[config.mk]
export PLATFORM = sky130hd
export DESIGN_NAME = dtra_top
export DESIGN_NICKNAME = d
export VERILOG_FILES = /design/src/hdl/dtra_pkg.sv /design/src/hdl/dtra_fifo.sv /design/src/hdl/dtra_top.sv
export SDC_FILE = /design/constraint.sdc
export NUM_CORES = 1
export LEC_CHECK = 0
export ABC_AREA = 1
export BUFFER_PORTS_ARGS = -buffer_cell sky130_fd_sc_hd__buf_2
export CORE_ASPECT_RATIO = 0.8
export CORE_MARGIN = 8
export CORE_UTILIZATION = 35
export DETAILED_ROUTE_END_ITERATION = 12
export GPL_TIMING_DRIVEN = 1
export PLACE_DENSITY_LB_ADDON = 0.15
export SKIP_LAST_GASP = 1
export SLEW_MARGIN = 30
export SYNTH_ARGS = -nofsm -noshare
export SYNTH_HDL_FRONTEND = slang
export SYNTH_SLANG_ARGS = --single-unit
[constraint.sdc]
create_clock -name sys_clk -period 4.69 [get_ports sys_clk]
set_input_delay 0.2345 -clock sys_clk [delete_from_list [all_inputs] [get_ports sys_clk]]
set_output_delay 0.2345 -clock sys_clk [all_outputs]
set_load 0.1 [all_outputs]
[src/hdl/dtra_pkg.sv]
// shared constants and carrier types of the debug trace register block
package dtra_pkg;
   // register indices on the memory-mapped access port (4-bit index)
   localparam logic [3:0] COMP_A_UPPER_IDX = 4'h0;
   localparam logic [3:0] COMP_A_LOWER_IDX = 4'h1;
   localparam logic [3:0] COMP_B_UPPER_IDX = 4'h2;
   localparam logic [3:0] COMP_B_LOWER_IDX = 4'h3;
   localparam logic [3:0] FIFO_UPPER_IDX = 4'h4;
   localparam logic [3:0] FIFO_LOWER_IDX = 4'h5;
   localparam logic [3:0] TRACE_CONTROL_IDX = 4'h6;
   localparam logic [3:0] FORCED_RESET_IDX = 4'h8;

   // trace control field positions
   localparam int TRACE_ENABLE_BIT = 7;
   localparam int CAPTURE_ARM_BIT = 6;
   localparam int CTRL_OTHER_W = 6;
   // forced-reset field position
   localparam int FORCE_RESET_BIT = 0;

   // values after reset
   localparam logic [7:0] BYTE_RESET = 8'h00;
   localparam logic [15:0] WORD_RESET = 16'h0000;
   localparam logic [7:0] FORCED_RESET_READ = 8'h00;
   localparam logic [7:0] UNMAPPED_READ = 8'h00;

   // capture storage
   localparam int FIFO_DEPTH = 8;
   localparam int FIFO_WIDTH = 16;

   // one register access, from the cpu or from the background controller
   typedef struct packed {
      logic sel;         // access cycle
      logic wr;          // write strobe
      logic rd;          // read strobe
      logic fromDebug;   // access originated by a serial debug command
      logic [3:0] addr;  // register index
      logic [7:0] wdata; // write byte
   } dtra_acc_t;

   // one cpu bus cycle watched by the comparators
   typedef struct packed {
      logic valid;
      logic write;
      logic [15:0] addr;
      logic [7:0] data;
   } dtra_bus_t;

   // one opcode fetch from the cpu
   typedef struct packed {
      logic valid;
      logic [15:0] addr;
   } dtra_fetch_t;
endpackage : dtra_pkg

[src/hdl/dtra_fifo.sv]
// capture storage: shift-out word fifo with a tail load for profiling
`timescale 1ns/1ps
module dtra_fifo #(
   parameter int WIDTH = 16,
   parameter int DEPTH = 8
) (
   input wire logic sys_clk,
   input wire logic resetn,
   input wire logic clear,
   input wire logic push,
   input wire logic [WIDTH-1:0] pushData,
   input wire logic shift,
   input wire logic [WIDTH-1:0] shiftData,
   output logic [WIDTH-1:0] head,
   output logic full
);
   localparam int CW = $clog2(DEPTH + 1);

   // whole state of the fifo
   typedef struct packed {
      logic [DEPTH-1:0][WIDTH-1:0] mem; // word 0 is the head
      logic [CW-1:0] cnt;               // words held: a push below full adds one, a shift above zero takes one off
   } dtra_fifo_state_t;

   dtra_fifo_state_t st_r;
   dtra_fifo_state_t st_nxt;

   // next state: push appends, shift moves every word toward the head
   always_comb begin
      st_nxt = st_r;
      if (clear) begin
         st_nxt.cnt = '0;
      end else if (push && (st_r.cnt != CW'(DEPTH))) begin
         st_nxt.mem[st_r.cnt] = pushData;
         st_nxt.cnt = st_r.cnt + CW'(1);
      end else if (shift) begin
         // the tail always takes the new word, so a read never starves
         for (int i = 0; i < DEPTH - 1; i++) begin
            st_nxt.mem[i] = st_r.mem[i+1];
         end
         st_nxt.mem[DEPTH-1] = shiftData;
         if (st_r.cnt != '0) begin
            st_nxt.cnt = st_r.cnt - CW'(1);
         end
      end
   end

   // state register
   always_ff @(posedge sys_clk or negedge resetn) begin
      if (!resetn) begin
         st_r <= '0;
      end else begin
         st_r <= st_nxt;
      end
   end

   assign head = st_r.mem[0];
   assign full = (st_r.cnt == CW'(DEPTH));
endmodule : dtra_fifo

[src/hdl/dtra_top.sv]
// debug trace register block: breakpoint, forced reset, comparators, capture fifo, control
`timescale 1ns/1ps
module dtra_top #(
   parameter int FIFO_DEPTH = dtra_pkg::FIFO_DEPTH
) (
   input wire logic sys_clk,
   input wire logic resetn,
   // register access from cpu or background controller
   input wire dtra_pkg::dtra_acc_t regAcc,
   output logic [7:0] regRdata,
   // dedicated breakpoint commands from the background controller
   input wire logic writeBreakpointCmd,
   input wire logic [15:0] breakpointWdata,
   input wire logic readBreakpointCmd,
   output logic [15:0] breakpointRdata,
   // bits of the background status/control register
   input wire logic breakpointEnable,
   input wire logic forceOrTagSelect,
   // chip state
   input wire logic secureMode,
   input wire logic eventOnlyMode,
   input wire logic instrBoundary,
   // cpu activity
   input wire dtra_pkg::dtra_bus_t cpuBus,
   input wire dtra_pkg::dtra_fetch_t opcodeFetch,
   // results
   output logic mcuResetReq,
   output logic forceBackground,
   output logic tagOpcode,
   output logic captureArmed,
   output logic traceEnabled
);
   // one access port serves two masters; the source bit tells the background
   // controller apart from the running program, so the forced-reset register
   // can refuse program writes without a second bus
   // limitation: trigger modes are reduced to a begin trace on comparator a,
   // and the read/write qualifiers of the comparators are not modelled
   // trade-off: read data is registered, so every read answers one cycle
   // late, but the read mux never sits in the requesting bus's path
   // the breakpoint lives beside the trace registers but is never decoded
   // from the access port; only its dedicated commands reach it
   // all inputs come from logic on the system clock, so none is resynchronised
   // here; a pin-driven source would need two flip-flops in front

   // whole state of the block
   typedef struct packed {
      logic [15:0] bkpt;         // breakpoint match address
      logic [15:0] bkptRd;       // breakpoint read-back
      logic [15:0] compA;        // comparator a value
      logic [15:0] compB;        // comparator b value
      logic enable;              // trace module enable
      logic arm;                 // capture armed flag
      logic [5:0] ctrlOther;     // remaining control bits, kept as written
      logic triggered;           // begin trace has started storing
      logic [7:0] rdata;         // registered read data
      logic rstReq;              // full mcu reset request pulse
      logic forcePend;           // forced halt waiting for a boundary
      logic forceOut;            // forced halt pulse
      logic tagOut;              // tag pulse beside the fetch
      logic [15:0] lastFetch;    // most recently fetched opcode address
   } dtra_state_t;

   dtra_state_t st_r;
   dtra_state_t st_nxt;

   // fifo handshakes
   logic fifoClear;
   logic fifoPush;
   logic [15:0] fifoPushData;
   logic fifoShift;
   logic [15:0] fifoHead;
   logic fifoFull;

   // decoded access strobes
   logic wrCycle;
   logic rdCycle;
   logic cpuWrite;
   logic dbgWrite;
   logic compWriteOk;

   // capture and breakpoint match terms
   logic runActive;
   logic hitA;
   logic hitB;
   logic bkptHit;

   // access qualifiers
   always_comb begin
      wrCycle = regAcc.sel && regAcc.wr;
      rdCycle = regAcc.sel && regAcc.rd;
      // the source qualifier splits debug traffic from program traffic
      dbgWrite = wrCycle && regAcc.fromDebug;
      cpuWrite = wrCycle && !regAcc.fromDebug;
      // comparators freeze while a run is armed
      compWriteOk = wrCycle && !st_r.arm;
   end

   // comparator and breakpoint matches
   always_comb begin
      runActive = st_r.arm && st_r.enable;
      hitA = cpuBus.valid && (cpuBus.addr == st_r.compA);
      hitB = cpuBus.valid && (cpuBus.addr == st_r.compB);
      // addresses compare in full; the data byte is stored, never matched
      // a clear breakpoint enable ignores both the address and the mode bit
      bkptHit = breakpointEnable && opcodeFetch.valid
         && (opcodeFetch.addr == st_r.bkpt);
   end

   // capture feed into the fifo
   always_comb begin
      fifoClear = 1'b0;
      fifoPush = 1'b0;
      fifoPushData = dtra_pkg::WORD_RESET;
      // a fresh arm starts an empty run
      if (wrCycle && (regAcc.addr == dtra_pkg::TRACE_CONTROL_IDX)
         && regAcc.wdata[dtra_pkg::CAPTURE_ARM_BIT]) begin
         // only the count empties; old words are overwritten as the run refills
         fifoClear = 1'b1;
      end else if (runActive) begin
         if (eventOnlyMode) begin
            // only the low byte is kept; the upper half stays zero
            fifoPush = hitB;
            fifoPushData = {8'h00, cpuBus.data};
         end else begin
            // begin trace: store every matching address once triggered
            fifoPush = (st_r.triggered || hitA) && (hitA || hitB);
            fifoPushData = cpuBus.addr;
         end
      end
      // lower-byte reads advance only while nothing is armed
      // reading during a run skips no word but repeats the head
      fifoShift = rdCycle && (regAcc.addr == dtra_pkg::FIFO_LOWER_IDX)
         && !st_r.arm;
   end

   // capture storage; unarmed lower-byte reads load the last fetch into the tail
   dtra_fifo #(
      .WIDTH(dtra_pkg::FIFO_WIDTH),
      .DEPTH(FIFO_DEPTH)
   ) u_fifo (
      .sys_clk(sys_clk),
      .resetn(resetn),
      .clear(fifoClear),
      .push(fifoPush),
      .pushData(fifoPushData),
      .shift(fifoShift),
      .shiftData(st_r.lastFetch),
      .head(fifoHead),
      .full(fifoFull)
   );

   // next state of registers, strobes and capture control
   always_comb begin
      st_nxt = st_r;
      // strobes stand for one cycle only
      st_nxt.rstReq = 1'b0;
      st_nxt.forceOut = 1'b0;
      st_nxt.tagOut = 1'b0;

      // remember the latest opcode fetch for profiling
      // profiling reads store this address into the tail of the fifo
      if (opcodeFetch.valid) begin
         st_nxt.lastFetch = opcodeFetch.addr;
      end

      // breakpoint reached only through the dedicated commands
      if (writeBreakpointCmd) begin
         st_nxt.bkpt = breakpointWdata;
      end
      // a read beside a write returns the address held before the write
      if (readBreakpointCmd) begin
         st_nxt.bkptRd = st_r.bkpt;
      end

      // breakpoint action by the force/tag select
      // tag mode only marks the fetch; the core decides whether it executes
      if (bkptHit) begin
         if (forceOrTagSelect) begin
            st_nxt.forcePend = 1'b1;
         end else begin
            st_nxt.tagOut = 1'b1;
         end
      end
      // forced halt waits for the next instruction boundary
      // a match on a boundary cycle halts at once, with no pending cycle
      if ((st_r.forcePend || (bkptHit && forceOrTagSelect)) && instrBoundary) begin
         st_nxt.forcePend = 1'b0;
         st_nxt.forceOut = 1'b1;
      end
      if (!breakpointEnable) begin
         st_nxt.forcePend = 1'b0;
      end

      // begin-trace trigger on comparator a
      if (runActive && hitA && !eventOnlyMode) begin
         st_nxt.triggered = 1'b1;
      end
      // run completes when the fifo is full; auto-clear of arm
      // a run that never fills stays armed until software stops it
      if (runActive && fifoFull) begin
         st_nxt.arm = 1'b0;
         st_nxt.triggered = 1'b0;
      end

      // register writes
      if (wrCycle) begin
         case (regAcc.addr)
            dtra_pkg::COMP_A_UPPER_IDX: begin
               // a locked byte keeps its value while a run is armed
               if (compWriteOk) begin
                  st_nxt.compA[15:8] = regAcc.wdata;
               end
            end
            dtra_pkg::COMP_A_LOWER_IDX: begin
               if (compWriteOk) begin
                  st_nxt.compA[7:0] = regAcc.wdata;
               end
            end
            dtra_pkg::COMP_B_UPPER_IDX: begin
               // comparator b gates event-only stores as well as begin traces
               if (compWriteOk) begin
                  st_nxt.compB[15:8] = regAcc.wdata;
               end
            end
            dtra_pkg::COMP_B_LOWER_IDX: begin
               if (compWriteOk) begin
                  st_nxt.compB[7:0] = regAcc.wdata;
               end
            end
            dtra_pkg::TRACE_CONTROL_IDX: begin
               // control takes writes whether armed or not
               st_nxt.ctrlOther = regAcc.wdata[dtra_pkg::CTRL_OTHER_W-1:0];
               // enable can always be cleared, never set while secure
               st_nxt.enable = regAcc.wdata[dtra_pkg::TRACE_ENABLE_BIT]
                  && (st_r.enable || !secureMode);
               // software set beats a same-cycle completion clear; arming needs
               // the enable that this same write leaves behind
               st_nxt.arm = regAcc.wdata[dtra_pkg::CAPTURE_ARM_BIT]
                  && st_nxt.enable;
               // a zero in either bit stops the run at once
               if (!regAcc.wdata[dtra_pkg::CAPTURE_ARM_BIT]
                  || !regAcc.wdata[dtra_pkg::TRACE_ENABLE_BIT]) begin
                  st_nxt.arm = 1'b0;
               end
               st_nxt.triggered = 1'b0;
            end
            dtra_pkg::FORCED_RESET_IDX: begin
               if (cpuWrite) begin
                  // a program write falls on the floor, whatever its data
                  st_nxt.rstReq = 1'b0;
               end else if (dbgWrite && regAcc.wdata[dtra_pkg::FORCE_RESET_BIT]) begin
                  // only the host may pull the whole chip into reset
                  st_nxt.rstReq = 1'b1;
               end
            end
            // fifo bytes and unmapped indices ignore writes; the fifo is
            // loaded by captures and profiling reads only
            default: begin
               st_nxt.rstReq = 1'b0;
            end
         endcase
      end

      // register reads, answered one cycle later
      if (rdCycle) begin
         case (regAcc.addr)
            dtra_pkg::COMP_A_UPPER_IDX: begin
               // comparator bytes read back at all times, armed or not
               st_nxt.rdata = st_r.compA[15:8];
            end
            dtra_pkg::COMP_A_LOWER_IDX: begin
               st_nxt.rdata = st_r.compA[7:0];
            end
            dtra_pkg::COMP_B_UPPER_IDX: begin
               st_nxt.rdata = st_r.compB[15:8];
            end
            dtra_pkg::COMP_B_LOWER_IDX: begin
               st_nxt.rdata = st_r.compB[7:0];
            end
            dtra_pkg::FIFO_UPPER_IDX: begin
               // upper half is unused in event-only runs
               st_nxt.rdata = eventOnlyMode ? dtra_pkg::BYTE_RESET
                  : fifoHead[15:8];
            end
            dtra_pkg::FIFO_LOWER_IDX: begin
               // the head is taken before the shift on this same edge moves it
               st_nxt.rdata = fifoHead[7:0];
            end
            dtra_pkg::TRACE_CONTROL_IDX: begin
               st_nxt.rdata = {st_r.enable, st_r.arm, st_r.ctrlOther};
            end
            dtra_pkg::FORCED_RESET_IDX: begin
               st_nxt.rdata = dtra_pkg::FORCED_RESET_READ;
            end
            default: begin
               // holes in the index space read as zero rather than hold
               st_nxt.rdata = dtra_pkg::UNMAPPED_READ;
            end
         endcase
      end
   end

   // state register; everything clears on system reset
   // the fifo words clear in their own module on the same reset
   always_ff @(posedge sys_clk or negedge resetn) begin
      if (!resetn) begin
         st_r <= '0;
      end else begin
         st_r <= st_nxt;
      end
   end

   // outputs straight from state
   // every output comes from a flip-flop, so no decode glitch reaches
   // the reset or halt requests of the chip
   assign regRdata = st_r.rdata;
   assign breakpointRdata = st_r.bkptRd;
   assign mcuResetReq = st_r.rstReq;
   assign forceBackground = st_r.forceOut;
   assign tagOpcode = st_r.tagOut;
   assign captureArmed = st_r.arm;
   assign traceEnabled = st_r.enable;
endmodule : dtra_top

==> out/results.txt <==
outcome: finished clean
cell count after synthesis: 1,945
antenna violations before repair: 0
PwrDens: 357 nW/um^2
Buf+Inv Stages, Crit Path: 2
arrival time worst endpoint: 3810 ps
DR iter-0 viols: 1,161
Tcrit/Tclk final: 0.711
Min-Delay Path Class: input port to register
antenna diode count: 0
fin area: 15,500 um^2
delay-heaviest family, CP: simple AND/OR/NAND/NOR gates
Top FF cell, synth: dfrtp_1
post-route setup slack: 1350 ps
io pins: 113
largest net degree at the start of global routing: 135
top cell type's share of synthesized area: 0.435
CP max FO: 62
core area: 38,000 um^2
Warnings, synthesis: 0
Fin Hold WS: 37.9 ps
register area share after synthesis: 0.435
routability congestion estimate: 0.886
CP max-delay cell: nand2_4
Wirelength per Cell: 16.7 um
drt first pass iters: 6
H-tree levels: 1
Netlist Area Pre-Place: 13,400 um^2
dpl hpwl: 28.7 mm
Syn-to-layout area delta: 16.1%
CP peak stage delay: 600 ps
Total Nets Final: 2,113
Avg Inst Size Synth: 6.89 um^2
first-pass GRT wire length: 68.5 mm
Crit. End Element: register
synthesis-stage register bit count: 233
Die ar.: 44,800 um^2
Hold Violations, Final: 0
CTS max path bufs: 3
final core utilization: 0.409
fmax: 300 MHz
setup tns final: 0 ps
Port Buffers: 111
fin crit period: 3340 ps
CTS Root Cell: clkbuf_16
total number of vias: 12,500
FFs w/ async S/R, synth: 1.00
Cell Area, Placed: 14,100 um^2
Final Slew Violations: 0
RSZ-0062 raised after global routing: no
Initial Util: 0.353
grt ovf: 0
Max Cap Viol: 0
vias in the first global route: 12,200
Inst Count DP: 2,449
die span in y: 191 um
endpoints failing setup: 0
worst-margin pin slew: 1080 ps
skew final: 13.3 ps
row count: 64
die width: 235 um
CP cell instances: nand2_1, a21oi_1, nand3_1, nor2_1, nand3_1, nand2_4, buf_4, nand3_1, nand2_1, buf_4, nand2_1, o21ai_1
Clock Latency Late Sink: 550 ps
Clock Pin Slew Worst Setup and Hold Paths: 60 ps
CP required: 5170 ps
CTS tree: done
share of layout cells above drive strength 1: 0.103
Slew HR: 0.277
number of nets still failing antenna checks after routing: 0
Cell variety after synth: 38
Setup WS pre-CTS: 1290 ps
Total Routing Usage GR: 0.187
Setup Buffers After CTS: 0
Post-synth EDFFs: 0
routed vias/inst: 4.93
Final Power: 5.54 mW
leading area contributor after synthesis: dfrtp_1
top-count cell post-synth: nand2_1
Startpoint Class: register
ranking of synthesized cells by area: dfrtp_1, nand2_1, nand3_1, inv_1, o21ai_1
reported leakage power: 7.45 nW
synth cell count leaders: nand2_1, inv_1, dfrtp_1, nand3_1, o21ai_1
crit path kind: register to register
VDD IR max: 0.282 mV
syn_nets: 2,032
CTS sink cnt: 233
CTS Buf Count: 27
Post-route DRC: 0
Non-Filler Instances: 2,540
final WL: 42.4 mm
-- path summary, 6_finish.rpt --
| path | startpoint | slack, ps | cells after the start | endpoint |
|---|---|---|---|---|
| worst max-delay path | captureArmed | 1350 | 12 | u_fifo.st_r[92] |
| max in group asynchronous | resetn | 3110 | 3 | st_r[45] |
| worst min-delay path | secureMode | 40 | 4 | captureArmed |
| worst min register to register | regRdata[6] | 470 | 1 | regRdata[6] |
| min in group asynchronous | resetn | 300 | 2 | regRdata[2] |
| worst max register to register | captureArmed | 1350 | 12 | u_fifo.st_r[92] |
-- where the power goes --
part           total, mW  switching (mW)  internal [mW]
sequential          2.32           0.127           2.19
combinational      0.903           0.644          0.259
clock               2.32           0.887           1.44
-- what timing repair did --
item,CTS,global route
resized for setup,0,0
hold buffers,43,0
endpoints found under the hold margin,138,0
-- area by class of cell --
class	instances	area (um^2)
Fill cell	4072	22400
Multi-Input combinational cell	1343	6020
Sequential cell	233	5830
Timing Repair Buffer	177	1180
Inverter	244	916
Clock buffer	37	783
Tap cell	495	619
Clock inverter	11	188
-- worst reg2reg max path, delay by kind of cell (launching register included) --
kind            cells  cell delay, ps
simple gates        8            1700
buf+inv             2             890
flops               1             430
compound gates      2             240
-- cells by family (layout without fill, tap and decap cells) --
group | Yosys count | count (layout) | share of synthesized area
xor gates and xnor gates | 12 | 12 | 0.00785
adders and majority gates | 3 | 3 | 0.00336
and+or+nand+nor | 1050 | 1050 | 0.327
buffers and inverters | 369 | 469 | 0.118
DFF | 233 | 233 | 0.435
AOI/OAI and AO/OA | 278 | 278 | 0.109
-- layer usage --
layer | part of all wire | track usage | vias up
li1 | - | - | 6282
met1 | 0.50 | 0.270 | 5896
met2 | 0.43 | 0.290 | 297
met3 | 0.048 | 0.0268 | 52
met4 | 0.023 | 0.0478 | 0
met5 | 0 | 0 | -
-- flip-flops by register name, summed over array words and instances (netlist names) --
register         count
mcuResetReq          1
u_fifo.st_r        116
captureArmed         1
st_r                72
traceEnabled         1
tagOpcode            1
breakpointRdata     16
forceBackground      1
u_fifo.head         16
regRdata             8
-- placed cells by master (no fill, tap or decap), types with 3 or more instances in the layout --
cell type	Yosys	routed
clkbuf_8	0	7
nand4_1	18	18
nand3_1	224	224
nor3_1	11	11
inv_2	3	3
dlygate4sd3_1	0	43
a21oi_1	34	34
xnor2_1	6	6
nor2_2	2	13
a221oi_1	6	6
nor2_1	82	71
buf_4	30	21
nand2_4	2	3
o21ai_0	98	98
nand2_2	3	4
o2111ai_1	4	4
buf_2	52	110
inv_1	241	241
or2_2	5	5
bufinv_16	0	5
nor4_1	3	3
o21ai_1	123	123
nand2_1	692	690
clkbuf_1	39	3
nor3b_1	4	4
o22ai_1	5	5
clkinv_2	0	4
xor2_1	6	6
clkbuf_16	0	27
dfrtp_1	233	233
No activity file was read; power rests on OpenSTA's default activity.
